[src/hdl/gvtm_params.svh]
`ifndef GVTM_PARAMS_SVH
`define GVTM_PARAMS_SVH

// Bus and data widths
`define GVTM_AW        8
`define GVTM_DW        8
`define GVTM_CW        3
`define GVTM_NPINS     4
`define GVTM_NTHR      7
`define GVTM_VW        13
`define GVTM_MVW       12
`define GVTM_TW        8
`define GVTM_CNTW      16

// Register offsets
`define GVTM_OFS_LOCAL 8'h0d
`define GVTM_OFS_DIR   8'h0e
`define GVTM_OFS_SCFG  8'h17
`define GVTM_OFS_GAIN  8'h18
`define GVTM_OFS_VLIM  8'h1a
`define GVTM_OFS_TLIM  8'h1b
`define GVTM_OFS_AEN   8'h1d
`define GVTM_OFS_FWD   8'h1e
`define GVTM_OFS_PINS  8'h53
`define GVTM_OFS_STAT  8'h57
`define GVTM_OFS_LVA   8'h58
`define GVTM_OFS_LVB   8'h59
`define GVTM_OFS_LTMP  8'h5a

// Reset values
`define GVTM_RST_LOCAL 8'h00
`define GVTM_RST_DIR   8'h0f
`define GVTM_RST_SCFG  8'h00
`define GVTM_RST_GAIN  8'h80
`define GVTM_RST_VLIM  8'h62
`define GVTM_RST_TLIM  8'h61
`define GVTM_RST_AEN   8'h00
`define GVTM_RST_FWD   8'h00

// Field positions
`define GVTM_LO_NIB    3:0
`define GVTM_HI_NIB    7:4
`define GVTM_SCFG_TEN  1
`define GVTM_SCFG_VEN  2
`define GVTM_SCFG_PSEL 3
`define GVTM_LIM_LO    2:0
`define GVTM_LIM_HI    6:4
`define GVTM_AEN_VLO   0
`define GVTM_AEN_VHI   1
`define GVTM_AEN_TLO   2
`define GVTM_AEN_THI   3
`define GVTM_FWD_V     0
`define GVTM_FWD_T     1
`define GVTM_ST_TLO    0
`define GVTM_ST_THI    1
`define GVTM_ST_VLO    2
`define GVTM_ST_VHI    3
`define GVTM_LV_CODE   2:0
`define GVTM_LV_LO     4
`define GVTM_LV_HI     5

// Code boundaries, highest first (index 0 lowest): 850..1150 mV and -30..100 C
`define GVTM_VTHR {13'h047e, 13'h044c, 13'h041a, 13'h03e8, \
                   13'h03b6, 13'h0384, 13'h0352}
`define GVTM_TTHR {8'h64, 8'h4b, 8'h37, 8'h23, 8'h0f, 8'hf6, 8'he2}

// Conversion interval
`define GVTM_CONV_NS   1000
`define GVTM_CLK_MHZ   125
`define GVTM_NS_PER_US 1000

`endif

[src/hdl/gvtm_pkg.sv]
`default_nettype none
`include "gvtm_params.svh"

package gvtm_pkg;

  typedef logic [`GVTM_CW-1:0] gvtm_code_t;
  typedef logic [`GVTM_DW-1:0] gvtm_byte_t;

  typedef struct packed {
    gvtm_code_t code;
    logic       low;
    logic       high;
    logic       done;
  } gvtm_conv_t;

  typedef struct packed {
    gvtm_byte_t                  local_sel;
    gvtm_byte_t                  dir;
    gvtm_byte_t                  scfg;
    gvtm_byte_t                  gain;
    gvtm_byte_t                  vlim;
    gvtm_byte_t                  tlim;
    gvtm_byte_t                  aen;
    gvtm_byte_t                  fwd;
    gvtm_byte_t                  rdata;
    gvtm_byte_t                  lva;
    gvtm_byte_t                  lvb;
    gvtm_byte_t                  ltmp;
    logic [`GVTM_CNTW-1:0]       cnt;
    logic                        tick;
    logic [`GVTM_NPINS-1:0]      pin_out;
    logic [`GVTM_NPINS-1:0]      pin_oe_n;
    logic [2*`GVTM_DW-1:0]       report;
    logic                        rstb;
  } gvtm_state_t;

endpackage

`default_nettype wire

[src/hdl/gvtm_monitor.sv]
// Overview of operation
// RQ1 - One voltage and one temperature converter, each giving a 3-bit code.
// RQ2 - A flag rises when a sensor code leaves its programmed limits.
// RQ3 - Raised sensor flags can be sent to the linked deserializer.
// RQ4 - Temperature alarm bit set when the code leaves the temperature range.
// RQ5 - Only the first two pins can feed the voltage converter.
// RQ6 - Voltage code 000 below 0.85 V, 111 above 1.15 V, 50 mV bands.
// RQ7 - Temperature code 000 below -30 C, 111 above 100 C, fixed bands.
// RQ8 - Four pins, seen and set through registers 0x0D, 0x0E, 0x53.
// RQ9 - Register 0x53 returns the level of each pin, one bit each.
// RQ10 - Pin readback is valid when that pin's listen enable is set.
// RQ11 - Software sets listen and drive enables to read back a driven pin.
// RQ12 - Listen enable connects the pin pull-down, even while driving.
// RQ13 - Status 0x57 bits 2 and 3 give voltage below or above limits.
// RQ14 - Register 0x17 enables sensing and picks the pin; 0x3E picks pin 1.
// RQ15 - Alarms armed in 0x1D; forwarding enabled separately in 0x1E.
// RQ16 - Status always sent to deserializer; alarms only when enabled.
// RQ17 - Voltage levels and alarms at 0x58, 0x59; temperature at 0x5A.
// RQ18 - High alarm above upper, low below lower, checked every conversion.
`timescale 1ns/1ns
`default_nettype none
`include "gvtm_params.svh"

module gvtm_monitor #(
  parameter int unsigned CONV_CYCLES =
    `GVTM_CONV_NS * `GVTM_CLK_MHZ / `GVTM_NS_PER_US
) (
  input  wire logic                      clk_i,
  input  wire logic                      reset_i,
  input  wire logic [`GVTM_AW-1:0]       reg_addr_i,
  input  wire logic                      reg_wr_i,
  input  wire logic [`GVTM_DW-1:0]       reg_wdata_i,
  input  wire logic                      reg_rd_i,
  output logic [`GVTM_DW-1:0]            reg_rdata_o,
  input  wire logic [`GVTM_NPINS-1:0]    pin_in_i,
  output logic [`GVTM_NPINS-1:0]         pin_out_o,
  output logic [`GVTM_NPINS-1:0]         pin_oe_n_o,
  output logic [`GVTM_NPINS-1:0]         pin_pulldown_o,
  output logic [`GVTM_NPINS-1:0]         pin_level_valid_o,
  input  wire logic [`GVTM_NPINS-1:0]    remote_gpio_i,
  input  wire logic [`GVTM_MVW-1:0]      sense_mv_a_i,
  input  wire logic [`GVTM_MVW-1:0]      sense_mv_b_i,
  input  wire logic signed [`GVTM_TW-1:0] temp_c_i,
  output logic [2*`GVTM_DW-1:0]          remote_sensor_report_o,
  output logic                           report_strobe_o
);

  localparam logic [`GVTM_CNTW-1:0] CNT_RELOAD =
    `GVTM_CNTW'(CONV_CYCLES - 1);
  localparam int CONV_D = int'(CONV_CYCLES);
  localparam logic [`GVTM_NTHR*`GVTM_VW-1:0] VTHR = `GVTM_VTHR;
  localparam logic [`GVTM_NTHR*`GVTM_TW-1:0] TTHR = `GVTM_TTHR;
  localparam logic signed [`GVTM_VW-1:0] VT_FIRST = VTHR[`GVTM_VW-1:0];
  localparam logic signed [`GVTM_VW-1:0] VT_LAST =
    VTHR[`GVTM_NTHR*`GVTM_VW-1 -: `GVTM_VW];
  localparam logic signed [`GVTM_TW-1:0] TT_FIRST = TTHR[`GVTM_TW-1:0];
  localparam logic signed [`GVTM_TW-1:0] TT_LAST =
    TTHR[`GVTM_NTHR*`GVTM_TW-1 -: `GVTM_TW];
  localparam gvtm_pkg::gvtm_code_t CODE_MIN = '0;
  localparam gvtm_pkg::gvtm_code_t CODE_MAX = '1;
  localparam gvtm_pkg::gvtm_state_t RST = '{
    local_sel: `GVTM_RST_LOCAL,
    dir:       `GVTM_RST_DIR,
    scfg:      `GVTM_RST_SCFG,
    gain:      `GVTM_RST_GAIN,
    vlim:      `GVTM_RST_VLIM,
    tlim:      `GVTM_RST_TLIM,
    aen:       `GVTM_RST_AEN,
    fwd:       `GVTM_RST_FWD,
    pin_oe_n:  '1,
    default:   '0
  };

  gvtm_pkg::gvtm_state_t         q;
  gvtm_pkg::gvtm_state_t         n;
  logic signed [`GVTM_VW-1:0]    v_val;
  gvtm_pkg::gvtm_code_t          v_code;
  logic                          v_low;
  logic                          v_high;
  logic                          v_done;
  gvtm_pkg::gvtm_code_t          t_code;
  logic                          t_low;
  logic                          t_high;
  logic                          t_done;
  gvtm_pkg::gvtm_byte_t          stat;
  gvtm_pkg::gvtm_byte_t          fwd_alarm;
  logic [`GVTM_NPINS-1:0]        pin_listen_enable;
  logic [`GVTM_NPINS-1:0]        pin_drive_enable;
  logic [`GVTM_NPINS-1:0]        pin_level_register;

  assign pin_listen_enable  = q.dir[`GVTM_LO_NIB];
  assign pin_drive_enable   = q.dir[`GVTM_HI_NIB];
  // RQ10 listen-gated readback
  assign pin_level_register = pin_in_i & pin_listen_enable;

  // RQ5 first two pins only
  assign v_val = q.scfg[`GVTM_SCFG_PSEL] ? {1'b0, sense_mv_b_i}
                                         : {1'b0, sense_mv_a_i};

  // RQ6 voltage bands
  gvtm_quant #(
    .W   (`GVTM_VW),
    .THR (VTHR)
  ) u_volt (
    .clk_i    (clk_i),
    .reset_i  (reset_i),
    .enable_i (q.scfg[`GVTM_SCFG_VEN]),
    .sample_i (q.tick),
    .value_i  (v_val),
    .lim_lo_i (q.vlim[`GVTM_LIM_LO]),
    .lim_hi_i (q.vlim[`GVTM_LIM_HI]),
    .code_o   (v_code),
    .low_o    (v_low),
    .high_o   (v_high),
    .done_o   (v_done)
  );

  // RQ7 temperature bands
  gvtm_quant #(
    .W   (`GVTM_TW),
    .THR (TTHR)
  ) u_temp (
    .clk_i    (clk_i),
    .reset_i  (reset_i),
    .enable_i (q.scfg[`GVTM_SCFG_TEN]),
    .sample_i (q.tick),
    .value_i  (temp_c_i),
    .lim_lo_i (q.tlim[`GVTM_LIM_LO]),
    .lim_hi_i (q.tlim[`GVTM_LIM_HI]),
    .code_o   (t_code),
    .low_o    (t_low),
    .high_o   (t_high),
    .done_o   (t_done)
  );

  // Level byte: code plus armed alarms
  function automatic gvtm_pkg::gvtm_byte_t level_byte(
    input gvtm_pkg::gvtm_code_t code,
    input logic                 lo,
    input logic                 hi
  );
    gvtm_pkg::gvtm_byte_t b;
    b                = '0;
    b[`GVTM_LV_CODE] = code;
    b[`GVTM_LV_LO]   = lo;
    b[`GVTM_LV_HI]   = hi;
    return b;
  endfunction

  // Read decode
  function automatic gvtm_pkg::gvtm_byte_t rd_mux(
    input logic [`GVTM_AW-1:0]  addr,
    input gvtm_pkg::gvtm_state_t s,
    input logic [`GVTM_NPINS-1:0] pins,
    input gvtm_pkg::gvtm_byte_t st
  );
    gvtm_pkg::gvtm_byte_t r;
    r = '0;
    case (addr)
      `GVTM_OFS_LOCAL: r = s.local_sel;
      `GVTM_OFS_DIR:   r = s.dir;
      `GVTM_OFS_SCFG:  r = s.scfg;
      `GVTM_OFS_GAIN:  r = s.gain;
      `GVTM_OFS_VLIM:  r = s.vlim;
      `GVTM_OFS_TLIM:  r = s.tlim;
      `GVTM_OFS_AEN:   r = s.aen;
      `GVTM_OFS_FWD:   r = s.fwd;
      `GVTM_OFS_PINS:  r[`GVTM_LO_NIB] = pins;
      `GVTM_OFS_STAT:  r = st;
      `GVTM_OFS_LVA:   r = s.lva;
      `GVTM_OFS_LVB:   r = s.lvb;
      `GVTM_OFS_LTMP:  r = s.ltmp;
      default:         r = '0;
    endcase
    return r;
  endfunction

  always_comb begin
    // RQ2 live out-of-limit flags
    stat                = '0;
    stat[`GVTM_ST_TLO]  = t_low;
    stat[`GVTM_ST_THI]  = t_high;
    // RQ13 voltage below or above
    stat[`GVTM_ST_VLO]  = v_low;
    stat[`GVTM_ST_VHI]  = v_high;
    // RQ15 armed then forwarded
    fwd_alarm               = '0;
    fwd_alarm[`GVTM_AEN_VLO] = v_low & q.aen[`GVTM_AEN_VLO]
                               & q.fwd[`GVTM_FWD_V];
    fwd_alarm[`GVTM_AEN_VHI] = v_high & q.aen[`GVTM_AEN_VHI]
                               & q.fwd[`GVTM_FWD_V];
    fwd_alarm[`GVTM_AEN_TLO] = t_low & q.aen[`GVTM_AEN_TLO]
                               & q.fwd[`GVTM_FWD_T];
    fwd_alarm[`GVTM_AEN_THI] = t_high & q.aen[`GVTM_AEN_THI]
                               & q.fwd[`GVTM_FWD_T];

    n      = q;
    n.tick = 1'b0;
    n.rstb = 1'b0;

    // Conversion pacing
    if (q.cnt == '0) begin
      n.cnt  = CNT_RELOAD;
      n.tick = 1'b1;
    end else begin
      n.cnt = q.cnt - 1'b1;
    end

    // RQ8 register writes
    if (reg_wr_i) begin
      case (reg_addr_i)
        `GVTM_OFS_LOCAL: n.local_sel = reg_wdata_i;
        `GVTM_OFS_DIR:   n.dir       = reg_wdata_i;
        // RQ14 enable and pin select
        `GVTM_OFS_SCFG:  n.scfg      = reg_wdata_i;
        `GVTM_OFS_GAIN:  n.gain      = reg_wdata_i;
        `GVTM_OFS_VLIM:  n.vlim      = reg_wdata_i;
        `GVTM_OFS_TLIM:  n.tlim      = reg_wdata_i;
        `GVTM_OFS_AEN:   n.aen       = reg_wdata_i;
        `GVTM_OFS_FWD:   n.fwd       = reg_wdata_i;
        default:         n.fwd       = q.fwd;
      endcase
    end

    // RQ9 pin level readback
    if (reg_rd_i) begin
      n.rdata = rd_mux(reg_addr_i, q, pin_level_register, stat);
    end

    // RQ17 voltage level registers
    if (v_done) begin
      if (q.scfg[`GVTM_SCFG_PSEL]) begin
        n.lvb = level_byte(v_code, v_low & q.aen[`GVTM_AEN_VLO],
                           v_high & q.aen[`GVTM_AEN_VHI]);
      end else begin
        n.lva = level_byte(v_code, v_low & q.aen[`GVTM_AEN_VLO],
                           v_high & q.aen[`GVTM_AEN_VHI]);
      end
    end

    // RQ4 temperature alarm
    if (t_done) begin
      n.ltmp = level_byte(t_code, t_low & q.aen[`GVTM_AEN_TLO],
                          t_high & q.aen[`GVTM_AEN_THI]);
    end

    // RQ3 report over control channel
    // RQ16 status always, alarms gated
    if (v_done || t_done) begin
      n.report = {fwd_alarm, stat};
      n.rstb   = 1'b1;
    end

    // Pin drivers, local or remote data
    n.pin_out  = (q.local_sel[`GVTM_HI_NIB] & remote_gpio_i)
               | (~q.local_sel[`GVTM_HI_NIB] & q.local_sel[`GVTM_LO_NIB]);
    n.pin_oe_n = ~pin_drive_enable;
  end

  always_ff @(posedge clk_i) begin
    if (reset_i) begin
      q <= RST;
    end else begin
      q <= n;
    end
  end

  assign reg_rdata_o            = q.rdata;
  assign pin_out_o              = q.pin_out;
  assign pin_oe_n_o             = q.pin_oe_n;
  // RQ12 pull-down follows listen
  assign pin_pulldown_o         = pin_listen_enable;
  // RQ11 readback needs listen enable
  assign pin_level_valid_o      = pin_listen_enable;
  assign remote_sensor_report_o = q.report;
  assign report_strobe_o        = q.rstb;
endmodule // gvtm_monitor

`default_nettype wire

[src/hdl/gvtm_quant.sv]
`timescale 1ns/1ns
`default_nettype none
`include "gvtm_params.svh"

module gvtm_quant #(
  parameter int unsigned             W   = `GVTM_VW,
  parameter logic [`GVTM_NTHR*W-1:0] THR = '0
) (
  input  wire logic                 clk_i,
  input  wire logic                 reset_i,
  input  wire logic                 enable_i,
  input  wire logic                 sample_i,
  input  wire logic signed [W-1:0]  value_i,
  input  wire gvtm_pkg::gvtm_code_t lim_lo_i,
  input  wire gvtm_pkg::gvtm_code_t lim_hi_i,
  output gvtm_pkg::gvtm_code_t      code_o,
  output logic                      low_o,
  output logic                      high_o,
  output logic                      done_o
);

  logic [`GVTM_NTHR-1:0] above;
  gvtm_pkg::gvtm_conv_t  q;
  gvtm_pkg::gvtm_conv_t  n;

  // Thermometer of band boundaries
  for (genvar g = 0; g < `GVTM_NTHR; g++) begin : g_thr
    assign above[g] = value_i >= $signed(THR[g*W +: W]);
  end

  function automatic gvtm_pkg::gvtm_code_t ones(
    input logic [`GVTM_NTHR-1:0] v
  );
    gvtm_pkg::gvtm_code_t c;
    c = '0;
    for (int i = 0; i < `GVTM_NTHR; i++) begin
      c = c + gvtm_pkg::gvtm_code_t'(v[i]);
    end
    return c;
  endfunction

  always_comb begin
    n      = q;
    n.done = 1'b0;
    if (!enable_i) begin
      n.low  = 1'b0;
      n.high = 1'b0;
    end else if (sample_i) begin
      // RQ1 three-bit code
      n.code = ones(above);
      // RQ18 limit compare
      n.low  = n.code < lim_lo_i;
      n.high = n.code > lim_hi_i;
      n.done = 1'b1;
    end
  end

  always_ff @(posedge clk_i) begin
    if (reset_i) begin
      q <= '0;
    end else begin
      q <= n;
    end
  end

  assign code_o = q.code;
  assign low_o  = q.low;
  assign high_o = q.high;
  assign done_o = q.done;

endmodule // gvtm_quant

`default_nettype wire

[config.mk]
export PLATFORM = sky130hd
export DESIGN_NAME = gvtm_monitor
export DESIGN_NICKNAME = d
export VERILOG_FILES = /design/src/hdl/gvtm_pkg.sv /design/src/hdl/gvtm_monitor.sv /design/src/hdl/gvtm_quant.sv
export VERILOG_INCLUDE_DIRS = /design/src /design/src/hdl
export SDC_FILE = /design/constraint.sdc
export NUM_CORES = 1
export LEC_CHECK = 0
export BUFFER_PORTS_ARGS = -buffer_cell sky130_fd_sc_hd__buf_4
export CAP_MARGIN = 20
export CORE_MARGIN = 4
export CORE_UTILIZATION = 40
export CTS_CLUSTER_DIAMETER = 40
export CTS_CLUSTER_SIZE = 8
export DETAILED_ROUTE_END_ITERATION = 10
export HOLD_SLACK_MARGIN = 0.08
export PLACE_DENSITY = 0.67
export SLEW_MARGIN = 10
export SYNTH_ARGS = -nofsm -noshare
export SYNTH_HDL_FRONTEND = slang
export SYNTH_SLANG_ARGS = --single-unit
[constraint.sdc]
create_clock -name clk_i -period 5.5 [get_ports clk_i]
set_clock_uncertainty 0.05 [all_clocks]
set_input_delay 0.275 -clock clk_i [delete_from_list [all_inputs] [get_ports clk_i]]
set_output_delay 0.275 -clock clk_i [all_outputs]
set_load 0.005 [all_outputs]
== Word-level counts from Yosys, hierarchy flattened ==
Cells that the tools add are included.

* Output and inout port bits: 41
* Word-level logic and storage cells: 113
* Bits in writable memories: 0
* Latch bits: 0
* Memories: 0
* Flip-flop bits (word level): 133
* Bits in read-only memories: 0

* $lt $le $gt $ge: 18
* Reductions and logical operators: 17
* Divide/modulo/power cells: 0
* Multipliers: 0
* Equality and inequality tests: 13
* Bitwise gates (word level): 17
* Multiplexer cells: 8
* Add/subtract/negate cells: 13
* Shift operators: 0

{| class="wikitable"
|+ Operator list
! operator !! count
|-
| case mux 4 bit (13 select lines) || 1
|-
| == test 8 x 5 -> 1 bit, second input constant || 6
|-
| greater-or-equal comparator 12 x 10 -> 1 bit, second input constant || 4
|-
| case mux 4 bit (11 select lines) || 1
|-
| == test 8 x 7 -> 1 bit, second input constant || 5
|-
| greater-or-equal comparator 12 x 11 -> 1 bit, second input constant || 3
|-
| adder 3 x 1 -> 3 bit || 10
|-
| AND reduction 2 bit || 12
|-
| == test 8 x 4 -> 1 bit, second input constant || 2
|-
| greater-or-equal comparator 8 x 5 -> 1 bit, second input constant || 2
|-
| greater-or-equal comparator 8 x 7 -> 1 bit, second input constant || 2
|-
| greater-or-equal comparator 8 bit, second input constant || 2
|-
| zero test 16 bit || 1
|-
| subtractor 16 x 1 -> 16 bit, second input constant || 1
|-
| bitwise AND 4 bit || 3
|-
| 2-to-1 mux 12 bit || 1
|-
| bitwise AND 1 bit || 8
|-
| greater-or-equal comparator 8 x 6 -> 1 bit, second input constant || 1
|-
| inverter 4 bit || 2
|-
| 2-to-1 mux 7 bit || 1
|-
| > comparator 3 bit || 2
|-
| less-than comparator 3 bit || 2
|-
| OR reduction 2 bit || 3
|-
| adder 1 x 1 -> 2 bit || 2
|-
| 4 further kinds || 9
|}

== Logic depth before layout (Yosys ltp) ==
Gate-level depths: netlist of run 1.

* Depth after elaboration: 9
* Depth in mapped cells: 20
* Mapped depth without buffers: 19

== Hierarchy ==
From an unflattened synthesis of run 1, not the netlist that was laid out.

* Cells, all modules: 884
* Area, all modules: 7118.1 µm²

{| class="wikitable"
|+ Modules (own cells, without submodules)
! module !! cells each !! area each (µm²) !! instances
|-
| gvtm_monitor || 734 || 5952.0 || 1
|-
| gvtm_quant at u_volt || 80 || 605.6 || 1
|-
| gvtm_quant at u_temp || 70 || 560.5 || 1
|}

== Worst setup path before layout of run 1 ==
Ideal clock, no wire load.

* Path type: register to register
* Start: register q[117] in the netlist's numbering
* End: register u_volt.q, in the netlist u_volt.high_o
* Path slack: 911 ps
* Arrival: 4419 ps
* Stages on the path, launching flop included: 20
* Path through: dfxtp_1 clkbuf_1 clkbuf_1 buf_1 a21oi_1 a21o_1 ha_1 fa_1 inv_1 fa_1 inv_1 ha_1 inv_1 fa_1 inv_1 ha_1 nor2b_1 o21a_1 o211ai_1 a21oi_1

* Word-level cells in the longest chain between the ends: 9

{| class="wikitable"
|+ RTL lines
! what !! RTL line !! RTL
|-
| start: declaration || gvtm_monitor.sv:74 || <nowiki>gvtm_pkg::gvtm_state_t q;</nowiki>
|-
| start signal: assignment || gvtm_monitor.sv:264 || <nowiki>q <= n;</nowiki>
|-
| 2-to-1 mux 12 bit (*) || gvtm_monitor.sv:97 || <nowiki>assign v_val = q.scfg[`GVTM_SCFG_PSEL] ? {1'b0, sense_mv_b_i}</nowiki>
|-
| greater-or-equal comparator 12 x 10 -> 1 bit || gvtm_quant.sv:28 || <nowiki>assign above[g] = value_i >= $signed(THR[g*W +: W]);</nowiki>
|-
| adder 1 x 1 -> 2 bit || gvtm_quant.sv:37 || <nowiki>c = c + gvtm_pkg::gvtm_code_t'(v[i]);</nowiki>
|-
| adder 3 x 1 -> 3 bit (4 in series) || gvtm_quant.sv:37 ||
|-
| adder 3 x 1 -> 3 bit (*) || gvtm_quant.sv:37 ||
|-
| > comparator 3 bit (*) || gvtm_quant.sv:53 || <nowiki>n.high = n.code > lim_hi_i;</nowiki>
|-
| end signal: assignment || gvtm_quant.sv:62 || <nowiki>q <= n;</nowiki>
|-
| end: declaration || gvtm_quant.sv:23 || <nowiki>gvtm_pkg::gvtm_conv_t q;</nowiki>
|}

Every way passes the cells marked *; elsewhere a longest branch is shown, timed or not.
A chain may end at the register's enable or synchronous reset.

== Worst setup path in the final report of run 1 ==
Same ends and word-level chain as after synthesis.

==> flow_summary_export.csv, run 1 <==
group,metric,value,unit
timing,worstMarginPinSlew,0.8973,ns
floorplanning,rows,47,
layout,final_util,48.35,%
synthesis,yosys.area_share.simple,22.09,%
synthesis,synth.yosys.seq_area_share,38.21,%
detailed_routing,wl,17.79,mm
critical_path,required,5.76,ns
timing,period_share,88.94,%
synthesis,synth-xor-area-share,1.634,%
cts,cts.sinks,133,
timing,hold_viol,0,
detailed_routing,vias_per_cell,5.401,
power,power_density,338.2,nW/µm²
detailed_routing,vias,5920,
cts,cts_inserted_buffers,17,
global_routing,track_usage,18.29,%
critical_path,ff2ff_path_depth,20,
timing,finalSetupTns,0,ns
synthesis,synth.area.top_cells,"dfxtp_1, mux2i_1, nor2_1, a21oi_1, buf_4",
cts,clock_path_buffers,2,
cts,path_clk_slew,0.06,ns
timing,max_freq,204.4,MHz
floorplanning,io_pins,101,
floorplanning,initial_core_util,41.43,%
cts,cts-root-buf,"clkbuf_16",
layout,areaGrowthSynthToFinish,16.70,%
timing,hold_slack,0.1295,ns
global_routing,grt_pass1_vias,5737,
timing,slew_violations,0,
timing,fin_crit,4.892,ns
power,peakVddDrop,0.2955,mV
synthesis,synth_top_cell_by_area,"dfxtp_1",
synthesis,synth_edf_count,0,
critical_path,arrival,5.15,ns
critical_path,cp_common_cell,"inv_1",
cts,cts_tree,"done",
placed_design,io_buffers,90,
timing,rsz0062_at_grt,"false",
placed_design,hpwl,12.42,mm
detailed_routing,drtAntennaViolNets,0,
cts,htree_levels,4,
critical_path,end_kind,"flop",
synthesis,ys.flop_type,"dfxtp_1",
synthesis,synth.area.mux_share,9.481,%
critical_path,r2r_end,"u_volt.high_o",
global_routing,grt_first_pass_wirelength,29.15,mm
min_path,hp-start,"reg_wdata_i[6]",
synthesis,synth-compound-area-share,15.08,%
floorplanning,die_h,140.0,µm
floorplanning,die_area,19600,µm²
global_routing,grt_max_degree,74,
synthesis,synth_seq_cells,133,
layout,nets,946,
cts,insertion_delay,0.42,ns
global_routing,antenna_found_initial,0,
critical_path,cpMaxStageDelayCell,"dfxtp_1",
min_path,hp-class,"in2reg",
synthesis,async_reset_ff_share,0,%
timing,finalSetupViolCount,0,
synthesis,synth_area_per_cell,8.436,µm²
layout,final_common_cell,"dfxtp_1",
synthesis,synth_cells,826,
critical_path,crit_path_max_fanout,15,
cts,post_cts_buffers,0,
synthesis,synth_top_family_by_area,"simple AND/OR/NAND/NOR gates",
critical_path,max_stage_delay,0.61,ns
critical_path,path_cells,"buf_4 -> nor3b_1 -> o21a_1 -> o21a_1 -> o21ai_0 -> a21o_1 -> ha_1 -> fa_1 -> inv_1 -> fa_1 -> inv_1 -> ha_1 -> inv_1 -> fa_1 -> inv_1 -> ha_1 -> nor2b_1 -> o21a_1 -> o211ai_1 -> a21oi_1",
power,power,2.750,mW
synthesis,synth.distinct_cells,61,
layout,num_antenna_cells,0,
flow_run,maxCapViolCount,0,
run_status,status,"finished, final reports clean",
critical_path,r2r_slack,0.61,ns
layout,layout-drive-gt1-share,15.98,%
critical_path,timing.rr.start,"q[117]",
critical_path,crit_type,"reg2reg",
power,p_leak,3.408,nW
floorplanning,dieWidth,140.0,µm
critical_path,start_kind,"flop",
min_path,holdPathStages,3,
placed_design,place_congestion,0.8725,
detailed_routing,drc,0,
min_path,whs_endpoint,"q[112]",
synthesis,yosys_warnings,0,
layout,layout_common_cells,"dfxtp_1, buf_4, nor2_1",
detailed_routing,first_pass_iters,5,
synthesis,synth_fa_ha_area_share,4.776,%
detailed_routing,avgRoutedWirePerCell,16.24,µm
global_routing,overflow,0,
synthesis,synth_top_area_share,38.21,%
floorplanning,core,16820,µm²
timing,slew_headroom,39.96,%
detailed_routing,drt_iter0_drc,441,
synthesis,netlist_area,6968,µm²
==> sequential cells by signal (all words and copies together), names as in the netlist <==
signal / cells
pin_oe_n_o: 4
reg_rdata_o: 8
pin_level_valid_o: 4
u_volt.high_o: 1
pin_out_o: 4
remote_sensor_report_o: 8
u_temp.done_o: 1
report_strobe_o: 1
u_temp.low_o: 1
u_volt.code_o: 3
q: 88
u_temp.code_o: 3
u_volt.done_o: 1
pin_drive_enable: 4
u_volt.low_o: 1
u_temp.high_o: 1
==> routing by layer <==
layer | GRT usage (%) | share of wire [%]
met1 | 24.14 | 45
met2 | 28.69 | 46
met3 | 5.010 | 6.3
met4 | 6.833 | 2.3
met5 | 0 | 0
==> logic make-up after synthesis <==
group / Yosys count
and+or+nand+nor: 313
AOI/OAI and AO/OA: 163
DFF: 133
buffers and inverters: 115
muxes: 65
adders and majority gates: 23
xor gates and xnor gates: 13
other: 1
==> cells in the mapped netlist, drive strengths merged, types with 16 or more instances <==
cell type  instances
dfxtp            133
mux2i             57
buf               54
ha                17
nor2b             16
nand2b            23
nand2             76
inv               28
clkbuf            33
o21ai             23
nor2              92
nand3             44
a21oi             63
==> where the power goes <==
| group | switching, mW | internal (mW) | total, mW |
|---|---|---|---|
| clock | 0.429 | 0.760 | 1.19 |
| sequential | 0.0524 | 1.02 | 1.07 |
| combinational | 0.259 | 0.232 | 0.490 |
==> through the flow <==
step	instance area [µm²]	setup slack (ns)	cells
2_1_floorplan	6994	0.9106	833
3_5_place_dp	7476	0.6058	1060
6_report	8132	0.6083	1096
4_1_cts	8132	0.5824	1096
3_3_place_gp	7476	0.6521	1060
5_1_grt	8132	0.2483	1096
==> critical path: cells and delay by family, from the launching register on <==
family | cells | cell delay [ns]
AOI/OAI and AO/OA | 7 | 0.96
buffers and inverters | 5 | 0.54
DFF | 1 | 0.61
adders and majority gates | 6 | 2.22
and+or+nand+nor | 2 | 0.39
==> area by class of cell <==
cell class / count / area (µm²)
clock buffers: 20 / 436.7
fillers: 1634 / 8687
inverters: 28 / 105.1
clock inverters: 12 / 178.9
well taps: 220 / 275.3
repair buffers: 98 / 745.7
multi-input cells: 585 / 3727
flip-flops and latches: 133 / 2663
==> worst max path at each step <==
stage,to,slack [ns],startpoint,cells after the start
6_report,u_volt.high_o,0.61,q[117],20
2_1_floorplan,u_volt.high_o,0.91,q[117],19
3_5_place_dp,u_volt.high_o,0.61,q[117],20
5_1_grt,u_volt.high_o,0.25,q[117],20
4_1_cts,u_volt.high_o,0.58,q[117],20
3_3_place_gp,u_volt.high_o,0.65,q[117],20
==> repair_timing <==
item / CTS / global route
hold buffers: 4 / 0
resized for setup: 0 / 0
hold endpoints to repair: 4 / 0
(Power assumes the default switching activity.)
==> run 2: changes to the inputs <==
--- a/config.mk
+++ b/config.mk
@@ -13,8 +13,9 @@
 export CTS_CLUSTER_DIAMETER = 40
 export CTS_CLUSTER_SIZE = 8
 export DETAILED_ROUTE_END_ITERATION = 10
-export HOLD_SLACK_MARGIN = 0.08
+export HOLD_SLACK_MARGIN = 0.05
 export PLACE_DENSITY = 0.67
+export RECOVER_POWER = 50
 export SLEW_MARGIN = 10
 export SYNTH_ARGS = -nofsm -noshare
 export SYNTH_HDL_FRONTEND = slang
==> constraint.sdc (replaced) <==
create_clock -name clk_i -period 6 [get_ports clk_i]
set_clock_uncertainty 0.05 [all_clocks]
set_input_delay 0.3 -clock clk_i [delete_from_list [all_inputs] [get_ports clk_i]]
set_output_delay 0.3 -clock clk_i [all_outputs]
set_load 0.005 [all_outputs]
==> run 2 against run 1 <==
Compared with the run above: non-clock buffer count is 4 lower; first-iteration DRC count rose by 29%; critical path type unchanged; setup slack improved by 0.50 ns; critical endpoint unchanged; highest routed layer unchanged; core utilization shrank 0.39 points; flip-flop and latch count did not move; largest cell class unchanged; clock power is 11% lower; the run now ends with max-capacitance violations, max-slew violations left; hold slack worse by 0.058 ns; global-route usage about the same.
==> flow_summary_export.csv, run 2 (synthesis gave the netlist of run 1 again) <==
group,metric,value,unit
critical_path,crit_type,"reg2reg",
timing,slew_violations,122,
placed_design,io_buffers,90,
layout,largest_register_ffs,88,
detailed_routing,first_pass_iters,4,
detailed_routing,drt_iter0_drc,569,
detailed_routing,vias,5913,
floorplanning,die_area,19600,µm²
cts,post_cts_buffers,0,
min_path,whs_endpoint,"pin_out_o[2]",
timing,rsz0062_at_grt,"false",
layout,multiInputGateArea,3727,µm²
layout,final_common_cell,"dfxtp_1",
cts,cts-root-buf,"clkbuf_16",
detailed_routing,drc,0,
critical_path,critPathTopFamily,"adder cells",
power,peakVddDrop,0.2374,mV
critical_path,start_kind,"flop",
critical_path,end_kind,"flop",
run_status,violations,"max-capacitance violations, max-slew violations",
critical_path,arrival,5.15,ns
min_path,hp-start,"remote_gpio_i[2]",
timing,fin_crit,4.889,ns
power,p_leak,3.363,nW
layout,seqCellArea,2663,µm²
floorplanning,rows,47,
critical_path,required,6.26,ns
placed_design,place_congestion,0.8919,
timing,finalSetupViolCount,0,
critical_path,cpMaxStageDelayCell,"dfxtp_1",
timing,hold_viol,0,
cts,cts.sinks,133,
detailed_routing,vias_per_cell,5.420,
layout,layout_common_cells,"dfxtp_1, nor2_1, nand2_1",
cts,path_clk_slew,0.06,ns
critical_path,cp_num_buf_inv,5,
min_path,hp-class,"in2reg",
detailed_routing,wl,17.83,mm
cts,htree_levels,4,
floorplanning,dieWidth,140.0,µm
detailed_routing,avgRoutedWirePerCell,16.34,µm
global_routing,track_usage,18.30,%
placed_design,hpwl,12.50,mm
timing,period_share,81.48,%
run_status,status,"finished with violations",
global_routing,grt_pass1_vias,5691,
critical_path,crit_path_max_fanout,15,
power,power_density,308.2,nW/µm²
timing,slew_headroom,-115.0,%
cts,cts_inserted_buffers,17,
critical_path,path_cells,"buf_4 -> nor3b_1 -> o21a_1 -> o21a_1 -> o21ai_0 -> a21o_1 -> ha_1 -> fa_1 -> inv_1 -> fa_1 -> inv_1 -> ha_1 -> inv_1 -> fa_1 -> inv_1 -> ha_1 -> nor2b_1 -> o21a_1 -> o211ai_1 -> a21oi_1",
floorplanning,core,16820,µm²
layout,layout-drive-gt1-share,15.73,%
detailed_routing,drtAntennaViolNets,0,
critical_path,r2r_slack,1.11,ns
cts,clock_path_buffers,2,
global_routing,overflow,0,
timing,max_freq,204.5,MHz
critical_path,timing.rr.start,"q[117]",
layout,nets,942,
critical_path,cp_common_cell,"inv_1",
floorplanning,io_pins,101,
layout,areaGrowthSynthToFinish,15.75,%
global_routing,grt_first_pass_wirelength,29.06,mm
layout,top_register,"q",
global_routing,antenna_found_initial,0,
cts,post_cts_resized,0,
critical_path,ff2ff_path_depth,20,
critical_path,r2r_end,"u_volt.high_o",
flow_run,maxCapViolCount,2,
layout,final_util,47.95,%
global_routing,grt_max_degree,76,
critical_path,max_stage_delay,0.63,ns
timing,finalSetupTns,0,ns
layout,num_antenna_cells,0,
cts,insertion_delay,0.42,ns
layout,nFillCells,1688,
floorplanning,initial_core_util,41.43,%
timing,worstMarginPinSlew,3.225,ns
cts,cts_hold_buf,0,
min_path,holdPathStages,3,
cts,cts_tree,"done",
floorplanning,die_h,140.0,µm
run 2: metal layers:
layer	track usage [%]	part of all wire, %	vias up
met2	29.12	46	175
li1	-	-	2919
met4	5.915	2.2	0
met3	5.147	7.1	31
met1	24.08	44	2788
met5	0	0	-
run 2: cell type report:
cell class / instances / area share, %
timing repair buffer: 94 / 8.610
inverter: 28 / 1.303
clock buffer: 22 / 5.880
clock inverter: 9 / 1.567
multi-input combinational: 585 / 46.21
tap: 220 / 3.413
sequential: 133 / 33.01
run 2: worst max path at each step:
| stage | startpoint | endpoint | slack, ns | cells after the start |
|---|---|---|---|---|
| after floorplan | q[117] | u_volt.high_o | 1.41 | 19 |
| after global placement | q[117] | u_volt.high_o | 1.15 | 20 |
| after detailed placement | q[117] | u_volt.high_o | 1.09 | 20 |
| after CTS | q[117] | u_volt.high_o | 1.08 | 20 |
| after global routing | q[117] | u_volt.high_o | 0.74 | 20 |
| final | q[117] | u_volt.high_o | 1.11 | 20 |
run 2: tightest hold or removal path, delay by kind of cell:
kind | cells | cell delay (ns)
buf+inv | 1 | 0.08
simple gates | 1 | 0.07
mux | 1 | 0.05
run 2: metrics by stage:
| stage | setup WS, ns | std cells | cell area, µm² | total power, mW | hold slack [ns] |
|---|---|---|---|---|---|
| global route | 0.7414 | 1091 | 8065 | 2.614 | 0.07710 |
| finish | 1.111 | 1091 | 8065 | 2.486 | 0.07159 |
| CTS | 1.084 | 1091 | 8077 | 2.503 | 0.06536 |
| detailed placement | 1.092 | 1060 | 7476 | 1.446 | 0.3519 |
| global placement | 1.146 | 1060 | 7476 | 1.440 | 0.3505 |
| floorplan | 1.411 | 833 | 6994 | 1.344 | 0.3326 |
run 2: where the power goes:
part | internal [mW] | total, mW | switching, mW
Combinational | 0.210 | 0.446 | 0.236
Sequential | 0.934 | 0.981 | 0.0466
Clock | 0.681 | 1.06 | 0.378
Total | 1.83 | 2.49 | 0.660
